==> config.mk <==
export PLATFORM = sky130hd
export DESIGN_NAME = ppmc_power_mode_control
export DESIGN_NICKNAME = d
export VERILOG_FILES = /design/src/ppmc_pkg.sv /design/src/ppmc_override_filter.sv /design/src/ppmc_power_mode_control.sv
export SDC_FILE = /design/constraint.sdc
export NUM_CORES = 1
export LEC_CHECK = 0
export BUFFER_PORTS_ARGS = -buffer_cell sky130_fd_sc_hd__buf_4
export CORE_ASPECT_RATIO = 1.4
export CORE_MARGIN = 2
export CORE_UTILIZATION = 59
export CTS_BUF_LIST = sky130_fd_sc_hd__clkbuf_8
export DETAILED_ROUTE_END_ITERATION = 10
export MAX_ROUTING_LAYER = met4
export PLACE_DENSITY = 0.79
export SYNTH_ARGS = -nofsm -noshare
export SYNTH_HDL_FRONTEND = slang
export SYNTH_SLANG_ARGS = --single-unit
==> constraint.sdc <==
create_clock -name i_clk -period 3.9 [get_ports i_clk]
set_input_delay 0.39 -clock i_clk [delete_from_list [all_inputs] [get_ports i_clk]]
set_output_delay 0.39 -clock i_clk [all_outputs]
set_load 0.005 [all_outputs]
==> src/ppmc_pkg.sv <==
// Purpose: shared constants for the protector power-mode sequencer
// Assumes: 100 MHz core clock, supply-threshold detectors deliver clean levels
// Notes:   times are kept in microseconds, counts are derived in the top module
package ppmc_pkg;

    localparam int          CLK_MHZ          = 100;
    localparam int          CNT_W            = 24;

    // power-up hold-off and override filter timing
    localparam int          HOLDOFF_US       = 5000;
    localparam int          DEG_SOLID_US     = 7000;
    localparam int          DEG_ON_PCT       = 70;
    localparam int          DEG_OFF_PCT      = 30;
    localparam int          PCT_FULL         = 100;

    // protection delays, plain defaults
    localparam int          FAULT_DELAY_US   = 1000;
    localparam int          REC_DELAY_US     = 100000;
    localparam int          OC_REC_US        = 100000;
    localparam int          TEST_ENTRY_US    = 1000;
    localparam int          TEST_DELAY_US    = 10;
    localparam int          TEST_OC_REC_US   = 10;

    // qualification instances
    localparam logic [1:0]  QUAL_NORMAL      = 2'h3;
    localparam logic [1:0]  QUAL_FAST        = 2'h1;

    // fixed factory charge over-temperature trip, in hundredths of a percent
    localparam logic [13:0] OTC_RATIO_BP     = 14'h0B7A;

    // protection channels
    localparam int          NUM_CH           = 4;
    localparam int          CH_OV            = 0;
    localparam int          CH_CHG           = 1;
    localparam int          CH_DSG           = 2;
    localparam int          CH_OC            = 3;
    localparam logic [3:0]  CH_RESET_FAULT   = 4'h1;

    typedef enum logic [2:0] {
        PPMC_WAIT_WAKE = 3'b000,
        PPMC_HOLDOFF   = 3'b001,
        PPMC_NORMAL    = 3'b010,
        PPMC_FAULT     = 3'b011,
        PPMC_SHUTDOWN  = 3'b100
    } ppmc_mode_t;

endpackage : ppmc_pkg

==> src/ppmc_override_filter.sv <==
// Purpose: up/down counting filter for one external override input
// Assumes: input is synchronous to i_clk
// Notes:   settles once a solid level would have been decided
`timescale 1ns/1ps
module ppmc_override_filter #(
    parameter int FULL_CYC = 1000000
) (
    // clock and reset
    input  wire logic i_clk,
    input  wire logic i_reset_n,
    // control
    input  wire logic i_clear,
    input  wire logic i_level,
    // result
    output logic      o_enabled,
    output logic      o_settled
);
    import ppmc_pkg::*;

    localparam logic [CNT_W-1:0] FULL   = CNT_W'(FULL_CYC);
    localparam logic [CNT_W-1:0] ON_TH  = CNT_W'(FULL_CYC * DEG_ON_PCT / PCT_FULL);
    localparam logic [CNT_W-1:0] OFF_TH = CNT_W'(FULL_CYC * DEG_OFF_PCT / PCT_FULL);

    logic [CNT_W-1:0] cnt_reg;
    logic [CNT_W-1:0] samp_reg;

    ////////////////////////////////////////////////////////////////////////////
    always_ff @(posedge i_clk or negedge i_reset_n) begin
        if (!i_reset_n) begin
            cnt_reg <= '0;
        end else if (i_clear) begin
            cnt_reg <= '0;
        end else if (i_level && cnt_reg < FULL) begin
            cnt_reg <= cnt_reg + 1'b1;
        end else if (!i_level && cnt_reg != '0) begin
            cnt_reg <= cnt_reg - 1'b1;
        end
    end

    // hysteresis between the two thresholds rejects short glitches
    always_ff @(posedge i_clk or negedge i_reset_n) begin
        if (!i_reset_n) begin
            o_enabled <= 1'b0;
        end else if (i_clear) begin
            o_enabled <= 1'b0;
        end else if (cnt_reg > ON_TH) begin
            o_enabled <= 1'b1;
        end else if (cnt_reg < OFF_TH) begin
            o_enabled <= 1'b0;
        end
    end

    ////////////////////////////////////////////////////////////////////////////
    always_ff @(posedge i_clk or negedge i_reset_n) begin
        if (!i_reset_n) begin
            samp_reg  <= '0;
            o_settled <= 1'b0;
        end else if (i_clear) begin
            samp_reg  <= '0;
            o_settled <= 1'b0;
        end else if (samp_reg > ON_TH) begin
            o_settled <= 1'b1;
        end else begin
            samp_reg  <= samp_reg + 1'b1;
        end
    end

endmodule : ppmc_override_filter

==> src/ppmc_power_mode_control.sv <==
// Purpose: power-mode sequencing and FET driver control of a pack protector
// Assumes: supply and cell comparators arrive as clean synchronous levels
// Notes:   long counts are parameters so simulation can shorten them
`timescale 1ns/1ps
module ppmc_power_mode_control
    import ppmc_pkg::*;
#(
    parameter int HOLDOFF_CYC     = HOLDOFF_US * CLK_MHZ,
    parameter int DEG_FULL_CYC    = DEG_SOLID_US * CLK_MHZ * PCT_FULL / DEG_ON_PCT,
    parameter int FAULT_DELAY_CYC = FAULT_DELAY_US * CLK_MHZ,
    parameter int REC_DELAY_CYC   = REC_DELAY_US * CLK_MHZ,
    parameter int OC_REC_CYC      = OC_REC_US * CLK_MHZ,
    parameter int TEST_ENTRY_CYC  = TEST_ENTRY_US * CLK_MHZ
) (
    // clock and reset
    input  wire logic        i_clk,
    input  wire logic        i_reset_n,
    // supply comparators
    input  wire logic        i_supply_above_wake,
    input  wire logic        i_supply_below_shut,
    input  wire logic        i_supply_above_test_margin,
    input  wire logic        i_supply_at_top_cell,
    // cell and fault comparators
    input  wire logic        i_ov_detect,
    input  wire logic        i_cell_above_ov_hys,
    input  wire logic        i_chg_fault_raw,
    input  wire logic        i_dsg_fault_raw,
    input  wire logic        i_oc_fault_raw,
    input  wire logic [13:0] i_thermistor_ratio_bp,
    // current-direction comparator
    input  wire logic        i_charge_current_seen,
    input  wire logic        i_discharge_current_seen,
    // override inputs
    input  wire logic        i_charge_override_in,
    input  wire logic        i_discharge_override_in,
    // drivers and status
    output logic             o_charge_fet_drive,
    output logic             o_discharge_fet_drive,
    output logic             o_state_comparator_en,
    output logic             o_fault_detect_en,
    output logic             o_fast_test_mode,
    output ppmc_pkg::ppmc_mode_t o_mode
);
    import ppmc_pkg::*;

    localparam logic [CNT_W-1:0] HOLDOFF_N   = CNT_W'(HOLDOFF_CYC);
    localparam logic [CNT_W-1:0] FAULT_N     = CNT_W'(FAULT_DELAY_CYC);
    localparam logic [CNT_W-1:0] REC_N       = CNT_W'(REC_DELAY_CYC);
    localparam logic [CNT_W-1:0] OC_REC_N    = CNT_W'(OC_REC_CYC);
    localparam logic [CNT_W-1:0] ENTRY_N     = CNT_W'(TEST_ENTRY_CYC);
    localparam logic [CNT_W-1:0] TEST_DLY_N  = CNT_W'(TEST_DELAY_US * CLK_MHZ);
    localparam logic [CNT_W-1:0] TEST_OC_N   = CNT_W'(TEST_OC_REC_US * CLK_MHZ);

    ppmc_mode_t       mode_reg;
    ppmc_mode_t       mode_next;
    logic [CNT_W-1:0] hold_reg;
    logic [CNT_W-1:0] entry_reg;
    logic [CNT_W-1:0] exit_reg;
    logic             fast_reg;
    wire logic [NUM_CH-1:0] fault_reg;
    logic [NUM_CH-1:0] set_cond;
    logic [NUM_CH-1:0] clr_cond;
    logic             chg_en;
    logic             dsg_en;
    logic             chg_ok;
    logic             dsg_ok;
    logic             filt_clear;
    logic             hold_done;
    logic             otc_hot;
    logic             chg_off;
    logic             dsg_off;
    logic             run;

    ////////////////////////////////////////////////////////////////////////////
    // override filters, cleared in wait-wake so each power-up redoes the deglitch; a wake from shutdown does not
    assign filt_clear = (mode_reg == PPMC_WAIT_WAKE);

    ppmc_override_filter #(.FULL_CYC(DEG_FULL_CYC)) u_chg_filter (
        .i_clk     (i_clk),
        .i_reset_n (i_reset_n),
        .i_clear   (filt_clear),
        .i_level   (i_charge_override_in),
        .o_enabled (chg_en),
        .o_settled (chg_ok)
    );

    ppmc_override_filter #(.FULL_CYC(DEG_FULL_CYC)) u_dsg_filter (
        .i_clk     (i_clk),
        .i_reset_n (i_reset_n),
        .i_clear   (filt_clear),
        .i_level   (i_discharge_override_in),
        .o_enabled (dsg_en),
        .o_settled (dsg_ok)
    );

    ////////////////////////////////////////////////////////////////////////////
    // mode sequencing
    assign hold_done = (hold_reg >= HOLDOFF_N);
    assign run       = (mode_reg == PPMC_NORMAL) || (mode_reg == PPMC_FAULT);

    always_comb begin
        mode_next = mode_reg;
        unique case (mode_reg)
            PPMC_WAIT_WAKE: begin
                if (i_supply_above_wake) mode_next = PPMC_HOLDOFF;
            end
            PPMC_HOLDOFF: begin
                if (hold_done && chg_ok && dsg_ok) mode_next = PPMC_NORMAL;
            end
            PPMC_NORMAL: begin
                if (|fault_reg) mode_next = PPMC_FAULT;
            end
            PPMC_FAULT: begin
                if (~|fault_reg) mode_next = PPMC_NORMAL;
            end
            PPMC_SHUTDOWN: begin
                if (i_supply_above_wake) mode_next = PPMC_NORMAL;
            end
            default: mode_next = PPMC_WAIT_WAKE;
        endcase
        if (i_supply_below_shut && mode_reg != PPMC_WAIT_WAKE) begin
            mode_next = PPMC_SHUTDOWN;
        end
    end

    always_ff @(posedge i_clk or negedge i_reset_n) begin
        if (!i_reset_n) begin
            mode_reg <= PPMC_WAIT_WAKE;
        end else begin
            mode_reg <= mode_next;
        end
    end

    always_ff @(posedge i_clk or negedge i_reset_n) begin
        if (!i_reset_n) begin
            hold_reg <= '0;
        end else if (mode_reg == PPMC_HOLDOFF && !hold_done) begin
            hold_reg <= hold_reg + 1'b1;
        end
    end

    ////////////////////////////////////////////////////////////////////////////
    // fast test mode, entered and left by supply excursions
    always_ff @(posedge i_clk or negedge i_reset_n) begin
        if (!i_reset_n) begin
            entry_reg <= '0;
            exit_reg  <= '0;
            fast_reg  <= 1'b0;
        end else if (!fast_reg) begin
            exit_reg  <= '0;
            if (!i_supply_above_test_margin) begin
                entry_reg <= '0;
            end else if (entry_reg + 1'b1 >= ENTRY_N) begin
                entry_reg <= '0;
                fast_reg  <= 1'b1;
            end else begin
                entry_reg <= entry_reg + 1'b1;
            end
        end else begin
            entry_reg <= '0;
            if (!i_supply_at_top_cell) begin
                exit_reg <= '0;
            end else if (exit_reg + 1'b1 >= ENTRY_N) begin
                exit_reg <= '0;
                fast_reg <= 1'b0;
            end else begin
                exit_reg <= exit_reg + 1'b1;
            end
        end
    end

    ////////////////////////////////////////////////////////////////////////////
    // protection channels; set and clear conditions per fault type
    assign otc_hot = (i_thermistor_ratio_bp < OTC_RATIO_BP);

    assign set_cond[CH_OV]  = i_ov_detect;
    assign clr_cond[CH_OV]  = !i_cell_above_ov_hys;
    assign set_cond[CH_CHG] = i_chg_fault_raw || otc_hot;
    assign clr_cond[CH_CHG] = !set_cond[CH_CHG];
    assign set_cond[CH_DSG] = i_dsg_fault_raw;
    assign clr_cond[CH_DSG] = !i_dsg_fault_raw;
    assign set_cond[CH_OC]  = i_oc_fault_raw;
    assign clr_cond[CH_OC]  = !i_oc_fault_raw;

    genvar ch;
    generate
        for (ch = 0; ch < NUM_CH; ch++) begin : g_ch
            logic [CNT_W-1:0] cnt_reg;
            logic [1:0]       inst_reg;
            logic [CNT_W-1:0] lim;
            logic [1:0]       need;
            logic             cond;
            logic             flag_reg;

            // recovery limits have their own constants for current faults in both delay sets; the test values are equal
            assign lim  = !fault_reg[ch] ? (fast_reg ? TEST_DLY_N : FAULT_N) :
                          (ch == CH_OC)  ? (fast_reg ? TEST_OC_N : OC_REC_N) :
                                           (fast_reg ? TEST_DLY_N : REC_N);
            assign need = fast_reg ? QUAL_FAST : QUAL_NORMAL;
            assign cond = fault_reg[ch] ? clr_cond[ch] : set_cond[ch];
            // one process per flag; the vector only gathers them
            assign fault_reg[ch] = flag_reg;

            always_ff @(posedge i_clk or negedge i_reset_n) begin
                if (!i_reset_n) begin
                    cnt_reg       <= '0;
                    inst_reg      <= '0;
                    flag_reg      <= CH_RESET_FAULT[ch];
                end else if (mode_reg == PPMC_SHUTDOWN) begin
                    cnt_reg       <= '0;
                    inst_reg      <= '0;
                    flag_reg      <= 1'b0;
                end else if (!run) begin
                    // recovery of the power-up overvoltage waits for hold-off end
                    cnt_reg       <= '0;
                    inst_reg      <= '0;
                end else if (!cond) begin
                    cnt_reg       <= '0;
                    inst_reg      <= '0;
                end else if (cnt_reg + 1'b1 >= lim) begin
                    cnt_reg <= '0;
                    if (inst_reg + 1'b1 >= need) begin
                        inst_reg      <= '0;
                        flag_reg      <= !flag_reg;
                    end else begin
                        inst_reg <= inst_reg + 1'b1;
                    end
                end else begin
                    cnt_reg <= cnt_reg + 1'b1;
                end
            end
        end
    endgenerate

    ////////////////////////////////////////////////////////////////////////////
    // driver outputs; body-diode protection turns the blocked FET on
    assign chg_off = fault_reg[CH_OV] || fault_reg[CH_CHG];
    assign dsg_off = fault_reg[CH_DSG] || fault_reg[CH_OC];

    always_ff @(posedge i_clk or negedge i_reset_n) begin
        if (!i_reset_n) begin
            o_charge_fet_drive    <= 1'b0;
            o_discharge_fet_drive <= 1'b0;
            o_state_comparator_en <= 1'b0;
        end else if (!run) begin
            o_charge_fet_drive    <= 1'b0;
            o_discharge_fet_drive <= 1'b0;
            o_state_comparator_en <= 1'b0;
        end else begin
            o_state_comparator_en <= (mode_reg == PPMC_FAULT) && (chg_off != dsg_off);
            o_charge_fet_drive    <= chg_en &&
                                     (!chg_off || (!dsg_off && i_discharge_current_seen));
            o_discharge_fet_drive <= dsg_en &&
                                     (!dsg_off || (!chg_off && i_charge_current_seen));
        end
    end

    always_ff @(posedge i_clk or negedge i_reset_n) begin
        if (!i_reset_n) begin
            o_fault_detect_en <= 1'b0;
            o_fast_test_mode  <= 1'b0;
            o_mode            <= PPMC_WAIT_WAKE;
        end else begin
            o_fault_detect_en <= run;
            o_fast_test_mode  <= fast_reg;
            o_mode            <= mode_reg;
        end
    end

endmodule : ppmc_power_mode_control

# Yosys cells after proc, flatten, opt, wreduce, memory -nomap -nowiden
# Cells that the tools add are included.
# word_totals
latchBits	0
mem_count	0
word_cells	253
out_inout_bits	8
mem_bits_rw	0
regBits	292
mem_bits_ro	0
# op_classes
reduce_logical	61
mux	108
multipliers	0
div	0
bitwise	0
eq_ne	16
shift	0
n_addsub	17
n_lt_le_gt_ge	20
# ops
cell	n
$mux 24	37
$add 24x1->24 const B	11
$ge 24x24->1	4
$gt 24x20->1 const B	4
$ge 24x17->1 const B	2
$lt 24x19->1 const B	2
$lt 24x20->1 const B	2
$reduce_bool 24->1	2
$sub 24x1->24 const B	2
$mux 1	42
$mux 2	21
$reduce_bool 2->1	15
$ge 24x19->1 const B	1
$mux 3	6
$mux 17	1
$ne 4x2->1 const B	4
$reduce_and 4->1	4
$pmux 3 s5	1
$reduce_bool 3->1	5
$lt 14x12->1 const B	1
$logic_and 1x1->1	13
$logic_not 1->1	13
$ne 3x3->1 const B	3
$add 2x1->2 const B	4
other kinds (12)	22

# Logic depth before layout (Yosys ltp)
# Gate-level depths: netlist (run 1).
# logic_depth
ltp_word	7
ltp_mapped	15
ltp_nobuf	14

# Hierarchy
# From an unflattened synthesis (run 1), not the netlist that was laid out.
# unflattened
hier_cells	2027
hier_area_um2	18179.9
# modules_own_cells
module	area_each_um2	seq_area_each_um2	cells_per_inst	instances
ppmc_power_mode_control	10990.5	4805.9	1181	1
ppmc_override_filter	3594.7	1251.2	423	2

# Worst setup path after synthesis (run 1)
# No wires, ideal clock.
# synth_path
kind	reg2reg
startpoint	register u_dsg_filter.cnt_reg[8]
endpoint	register u_dsg_filter.cnt_reg[23]
setup_ps	119
path_stages_with_launch	14
required_ps	3781
arrival_time_ps	3936
path_slack_ps	-155
n_path_buf	0
cell_sequence	dfrtp_1 -> or3_1 -> a21oi_1 -> o311a_1 -> inv_1 -> ha_1 -> and3_1 -> a221o_1 -> a41oi_1 -> a211oi_1 -> o221a_2 -> o41ai_1 -> mux2_2 -> o21a_1
# synth_via
elab_chain_len	4
# synth_rtl
element	line	text
start: declaration	ppmc_override_filter.sv:24	logic [CNT_W-1:0] cnt_reg;
start signal: assignment	ppmc_override_filter.sv:34	cnt_reg <= cnt_reg + 1'b1;
start signal: assignment	ppmc_override_filter.sv:36	cnt_reg <= cnt_reg - 1'b1;
$sub 24x1->24 / $lt 24x20->1 (equally long branches)	ppmc_override_filter.sv:36, ppmc_override_filter.sv:33	
$mux 24 / $logic_and 1x1->1 (equally long branches)	ppmc_override_filter.sv:35, ppmc_override_filter.sv:33	
$mux 24	ppmc_override_filter.sv:33	end else if (i_level && cnt_reg < FULL) begin
$mux 24	ppmc_override_filter.sv:31	end else if (i_clear) begin
# Parallel ways exist; a longest one is shown, timed or not. The select of a mux whose other input is x is not followed.
# A chain may end at the register's enable or synchronous reset.

# Final worst setup path (run 1)
# Ends and elaborated chain as after synthesis.

==> results by group, run 1 <==
Outcome
  • Status: finished clean

Timing
  • Setup-failing EPs final: 0
  • RSZ-0062 raised after global routing: true
  • Minimum clock period: 3.85 ns
  • Final Worst Setup Slack: 0.0517 ns
  • Hold Fails Final Rpt: 0
  • Fin Clk Skew: 0.0203 ns
  • Fmax: 260 MHz
  • Slew margin rel.: 50.2%
  • Final Slew Violations: 0
  • Worst slew pin tran: 0.745 ns
  • Final period util: 98.7%

Critical path
  • Crit-path max FO: 5
  • CP max stage cell: or3_1
  • Crit path kind: flip-flop to flip-flop
  • Worst setup SP type: flip-flop
  • Worst Setup End Kind: flip-flop
  • Data arrival, critical path: 4.32 ns
  • Cells along the critical path: or3_1 -> a21oi_2 -> o311a_4 -> clkinvlp_4 -> ha_1 -> and3_1 -> a221o_1 -> a41oi_2 -> a211oi_1 -> o221a_2 -> o41ai_2 -> mux2_2 -> o21a_1
  • CP required: 4.37 ns
  • Worst stage delay on the critical path: 0.41 ns
  • R2R Path Start: u_dsg_filter.cnt_reg[8]
  • RR Endpoint: u_dsg_filter.cnt_reg[23]
  • Worst R2R Path Depth: 13
  • FF-to-FF setup slack: 0.05 ns

Detailed routing
  • Routed wire length: 39.4 mm
  • Final ANT Viol Nets: 0
  • DR vias: 14900
  • Total iterations of the first detailed-routing run: 5
  • First-iteration detailed-routing DRC count: 832
  • Post-DR vias/cell: 5.98
  • DR WL/cell: 15.8 um
  • DRC: 0

Cells and area
  • Max reg flops: 96
  • P&R area growth vs syn: 12.3%
  • Final core occ: 67.6%
  • # nets final: 2208
  • Layout cell share with drive strength beyond 1: 11.2%
  • Commonest cells after routing, fill and taps aside: 291 x dfrtp_1, 209 x nor2_1, 187 x nand2_1
  • Most common cell after layout, fill and taps aside: dfrtp_1
  • Fillers: 2362
  • Fin cells: 2487

Synth
  • Synthesized cell area: 18100 sq um
  • Synth Area in XOR/XNOR: 9.33%
  • Multiplexer share of the synthesized area: 0.725%
  • Instance count of the mapped netlist: 1967
  • Synthesis Warnings: 0
  • Flops & latches, synth: 292
  • Synth Flop Type: dfrtp_1
  • Post-synth EDFFs: 0
  • Main combinational cell family by area after synthesis: simple AND/OR/NAND/NOR gates
  • Synth Area in Compound Gates: 13.9%
  • Ys async rst share: 100%
  • Sequential area share after synthesis: 40.3%
  • Post-synth cell types: 92
  • Avg Cell Area, Syn: 9.21 sq um
  • Post-Synth Adder-Cell Area: 8.02%
  • Post-synthesis simple-gate area fraction: 25.2%

Die
  • Row cnt: 75
  • Total die area: 32100 sq um
  • Initial Util: 60.1%
  • Boundary pin count: 37
  • Die width: 152 um
  • Total core area: 30100 sq um
  • Die height: 211 um

Place
  • Input/output buffers: 35
  • Final HPWL DP: 27.6 mm
  • Inst Count DP: 2398
  • Dpl ws: 0.0191 ns
  • Gpl congestion: 0.908

Clocking
  • Worst-Skew Late Latency: 0.58 ns
  • Post CTS Setup Buffer Count: 0
  • Number of sinks on the clock net: 292
  • H-Tree Depth: 2
  • CTS tree: built
  • Root Driver: clkbuf_8
  • Buffer depth of the longest clock path: 3
  • Clock-pin slew on the worst setup and hold paths: 0.07 ns
  • CTS Buf Count: 46

GRT
  • Pin count of the biggest net entering global routing: 93
  • Vias in the first global route: 15300
  • First-pass GRT wire length: 68.2 mm
  • GRT Util Overall: 25.4%
  • Initial antenna violation count: 1
  • Global route overflow: 0

Pwr
  • P_sw: 0.00469 W
  • Sequential share of power: 30.4%
  • Power Density: 606 nW/um^2
  • Pleak: 9.11 nW
  • Power Internal: 0.00764 W
  • Comb power frac: 44.5%
  • Clock power share: 25.1%
  • VDD IR max: 565 uV
  • Switching Fraction: 38.0%

Hold path
  • Hold Path Class: primary input to flip-flop
  • Hold Path End: entry_reg[1]
  • Hold depth: 2
  • HP Start: i_supply_above_test_margin

Flow run
  • Total of max-cap violations: 0
[cells by family (layout without fill, tap and decap cells)]
group,Yosys count,in the layout
compound gates,368,368
simple gates,872,872
mux,13,13
buf+inv,113,234
flops,292,292
other cells,1,15
xor+xnor,193,193
fa+ha+maj,115,115
[final cells by class]
type,instances,area [sq um],area share [%]
clock inverter,25,292,1.43
antenna,1,2.50,0.0123
clock buffer,60,826,4.06
sequential,292,7310,35.9
multi-input combinational,1575,10500,51.5
inverter,56,214,1.05
tap,385,482,2.37
timing repair inverter,1,7.51,0.0369
timing repair buffer,92,741,3.64
[power by group through the flow]
stage	sequential, W	clock, W	combinational, W
2_1_floorplan	0.00372	0	0.00388
6_report	0.00375	0.00309	0.00549
5_1_grt	0.00379	0.00329	0.00614
3_3_place_gp	0.00376	0	0.00515
3_5_place_dp	0.00378	0	0.00531
4_1_cts	0.00373	0.00318	0.00534
[synthesized netlist by cell type (17+ instances only)]
library cell,count,area share [%]
ha_1,113,7.8
nor2_1,209,4.3
nand2_1,187,3.9
o21ai_0,58,1.6
and2_1,21,0.73
o211ai_1,18,0.75
nor4_1,20,0.69
inv_1,56,1.2
a211oi_1,20,0.83
nor2b_1,46,1.6
nand3_1,102,2.8
nor3_1,49,1.4
xor2_1,93,4.5
a31oi_1,19,0.66
clkbuf_1,42,0.87
a21oi_1,94,2.6
a21o_1,25,1.0
dfrtp_1,291,40
nand4_1,51,1.8
and3_1,45,1.6
xnor2_1,100,4.8
nand2b_1,17,0.59
[repair_timing]
| action | 4_1_cts | 5_1_grt |
|---|---|---|
| setup endpoints to repair | 0 | 6 |
| hold buffers | 2 | 0 |
| endpoints found under the hold margin | 90 | 0 |
| gates resized for setup | 0 | 17 |
[how the worst max path moves through the flow]
stage                                  from                  endpoint  slack [ns]  cells past startpoint
floorplan           u_dsg_filter.cnt_reg[8]  u_dsg_filter.cnt_reg[23]       -0.15                     13
global placement    u_dsg_filter.cnt_reg[8]  u_dsg_filter.cnt_reg[23]        0.05                     13
detailed placement  u_dsg_filter.cnt_reg[8]  u_dsg_filter.cnt_reg[23]        0.02                     13
CTS                 u_dsg_filter.cnt_reg[8]  u_dsg_filter.cnt_reg[23]      0.0007                     13
global route        u_dsg_filter.cnt_reg[8]  u_dsg_filter.cnt_reg[23]       -0.09                     13
finish              u_dsg_filter.cnt_reg[8]  u_dsg_filter.cnt_reg[23]        0.05                     13
[per-stage QoR]
| stage | cell area (sq um) | hold WS (ns) | setup TNS (ns) | power (W) |
|---|---|---|---|---|
| after floorplan | 18200 | 0.0944 | -0.155 | 0.00760 |
| after global placement | 19100 | 0.357 | 0 | 0.00891 |
| after detailed placement | 19100 | 0.370 | 0 | 0.00909 |
| after CTS | 20300 | 0.0485 | 0 | 0.0122 |
| after global routing | 20400 | 0.0804 | -0.143 | 0.0132 |
| final | 20400 | 0.0923 | 0 | 0.0123 |
[layer usage]
layer,part of all wire (%),GRT usage [%],vias up
met5,0,-,-
li1,-,-,7281
met1,41,28.3,7231
met4,3.7,10.4,0
met3,2.9,3.48,124
met2,52,45.9,243
[worst max-delay path: cells and delay by family (launching register included)]
kind            cells  cell delay [ns]
compound gates      8             1.83
fa+ha+maj           1             0.36
mux                 1             0.38
flops               1             0.38
simple gates        2             0.63
buf+inv             1             0.17
No activity file was read; power rests on OpenSTA's default activity.
==> run 2: changes to the inputs <==
--- a/config.mk
+++ b/config.mk
@@ -13,6 +13,7 @@
 export DETAILED_ROUTE_END_ITERATION = 10
 export MAX_ROUTING_LAYER = met4
 export PLACE_DENSITY = 0.79
+export REMOVE_ABC_BUFFERS = 1
 export SYNTH_ARGS = -nofsm -noshare
 export SYNTH_HDL_FRONTEND = slang
 export SYNTH_SLANG_ARGS = --single-unit
==> run 2 against run 1 <==
Cell area is 0.29% lower. Non-clock buffer count is 4 higher. Sequential power hardly changed. Setup slack worse by 0.017 ns. Count of clock-buffer cells in the layout is 2 higher. Highest routed layer unchanged. Critical path type unchanged. Global-route usage is 0.055 points lower. Cell count is 0.32% higher. Die area stayed put. Critical path depth stayed put.
==> results by group, run 2 (synthesized netlist as in run 1, its figures left out) <==
Pwr
  • VDD IR max: 565 uV
  • Sequential share of power: 31.1%
  • Power Density: 596 nW/um^2
  • P_sw: 0.00467 W
  • Switching Fraction: 38.7%
  • Pleak: 9.09 nW
  • Clock power share: 23.9%
  • Power Internal: 0.00741 W
  • Comb power frac: 44.9%

Die
  • Initial Util: 60.1%
  • Total core area: 30100 sq um
  • Boundary pin count: 37
  • Die width: 152 um
  • Row cnt: 75
  • Die height: 211 um
  • Total die area: 32100 sq um

Critical path
  • RR Endpoint: u_dsg_filter.cnt_reg[23]
  • R2R Path Start: u_dsg_filter.cnt_reg[8]
  • CP required: 4.37 ns
  • Cells along the critical path: or3_1 -> a21oi_1 -> o311a_1 -> inv_1 -> ha_1 -> a21o_1 -> a221o_1 -> a41oi_1 -> a211oi_1 -> o221a_2 -> o41ai_2 -> mux2_2 -> o21a_1
  • Crit-path max FO: 12
  • FF-to-FF setup slack: 0.04 ns
  • Crit path kind: flip-flop to flip-flop
  • Worst Setup End Kind: flip-flop
  • Worst setup SP type: flip-flop
  • Data arrival, critical path: 4.33 ns
  • CP max stage cell: or3_1
  • Worst R2R Path Depth: 13
  • Worst stage delay on the critical path: 0.42 ns

Place
  • Input/output buffers: 35
  • DP Area: 19100 sq um
  • Inst Count DP: 2393
  • Gpl congestion: 0.893
  • Final HPWL DP: 27.6 mm
  • Dpl ws: -0.0561 ns

Detailed routing
  • Total iterations of the first detailed-routing run: 6
  • DRC: 0
  • First-iteration detailed-routing DRC count: 737
  • DR WL/cell: 15.8 um
  • DR vias: 14900
  • Final ANT Viol Nets: 0
  • Routed wire length: 39.4 mm
  • Post-DR vias/cell: 5.96

Cells and area
  • Multi-input combinational cell area: 10500 sq um
  • Commonest cells after routing, fill and taps aside: 291 x dfrtp_1, 209 x nor2_1, 187 x nand2_1
  • Max reg flops: 96
  • P&R area growth vs syn: 12.0%
  • Seq. cell area: 7310 sq um
  • Fin cells: 2495
  • Final Instance Area: 20300 sq um
  • Layout cell share with drive strength beyond 1: 11.2%
  • Final core occ: 67.4%
  • # nets final: 2213
  • Most common cell after layout, fill and taps aside: dfrtp_1
  • Fillers: 2384

GRT
  • GRT Util Overall: 25.3%
  • Vias in the first global route: 15000
  • Pin count of the biggest net entering global routing: 86
  • First-pass GRT wire length: 67.8 mm
  • Global route overflow: 0
  • Initial antenna violation count: 3

Clocking
  • Worst-Skew Late Latency: 0.60 ns
  • CTS tree: built
  • Buffer depth of the longest clock path: 3
  • Number of sinks on the clock net: 292
  • Clock-pin slew on the worst setup and hold paths: 0.06 ns
  • Root Driver: clkbuf_8
  • CTS Buf Count: 48
  • H-Tree Depth: 2

Flow run
  • Total of max-cap violations: 0

Timing
  • Slew margin rel.: 26.8%
  • Worst slew pin tran: 1.09 ns
  • Hold Fails Final Rpt: 0
  • Fmax: 259 MHz
  • Final Worst Setup Slack: 0.0350 ns
  • Minimum clock period: 3.86 ns
  • Final Slew Violations: 0
  • RSZ-0062 raised after global routing: true
  • Hold slack: 0.0764 ns
  • Setup-failing EPs final: 0
  • Final period util: 99.1%
  • Fin Clk Skew: 0.0270 ns

Hold path
  • Hold Path End: entry_reg[1]
  • Hold Path Class: primary input to flip-flop
  • HP Start: i_supply_above_test_margin
  • Hold depth: 2

Outcome
  • Status: finished clean
-- run 2: cell count changes in the layout (fill, tap and decap cells not counted), sizes merged --
cell,change
buf,+4
clkbuf,+2
clkinvlp,+2
diode,+2
inv,+5
bufinv,-4
clkinv,-3
-- run 2: worst max path at each step --
stage,startpoint,end,slack [ns],cells past startpoint
floorplan,mode_reg[1],u_dsg_filter.samp_reg[13],-1.41,3
global placement,u_dsg_filter.cnt_reg[8],u_dsg_filter.cnt_reg[23],0.01,13
detailed placement,u_dsg_filter.cnt_reg[8],u_dsg_filter.cnt_reg[23],-0.06,13
CTS,u_dsg_filter.cnt_reg[8],u_dsg_filter.cnt_reg[23],0.04,13
global route,u_chg_filter.cnt_reg[12],u_chg_filter.cnt_reg[23],-0.11,17
finish,u_dsg_filter.cnt_reg[8],u_dsg_filter.cnt_reg[23],0.04,13
-- run 2: layout make-up --
type / count / area share (%)
Multi-Input combinational cell: 1575 / 51.6
Sequential cell: 292 / 36.0
Clock buffer: 62 / 4.20
Timing Repair Buffer: 96 / 3.74
Tap cell: 385 / 2.37
Inverter: 56 / 1.05
Clock inverter: 26 / 0.974
Antenna cell: 3 / 0.0370
-- run 2: critical path: cells and delay by family, from the launching register on --
family	cells	cell delay [ns]
simple gates	1	0.42
compound gates	9	1.97
buf+inv	1	0.21
flops	1	0.37
fa+ha+maj	1	0.40
mux	1	0.38
-- run 2: per-stage QoR --
stage / total power, W / TNS (ns)
2_1_floorplan: 0.00753 / -89.89
3_3_place_gp: 0.00885 / 0
3_5_place_dp: 0.00901 / -0.0561
4_1_cts: 0.0120 / 0
5_1_grt: 0.0130 / -0.254
6_report: 0.0121 / 0
-- run 2: power groups by stage --
stage | clock, W | combinational, W | sequential, W
5_1_grt | 0.00310 | 0.00608 | 0.00381
6_report | 0.00289 | 0.00543 | 0.00376
4_1_cts | 0.00297 | 0.00528 | 0.00374
3_3_place_gp | 0 | 0.00509 | 0.00376
3_5_place_dp | 0 | 0.00523 | 0.00379
2_1_floorplan | 0 | 0.00380 | 0.00373
-- run 2: what timing repair did --
action                                  in CTS  in global routing
resized for setup                            1                 11
pin swaps                                    0                  1
buffers inserted                             0                  9
hold endpoints to repair                    83                  0
endpoints found under the setup margin       1                 35
hold buffers                                 2                  0
-- run 2: routing by layer --
layer  wire, um  GRT usage, %  vias up
met3       1420          3.91       92
met5          0             -        -
met4       1110          9.73        0
li1           -             -     7282
met1      16400          28.8     7258
met2      20400          45.0      241
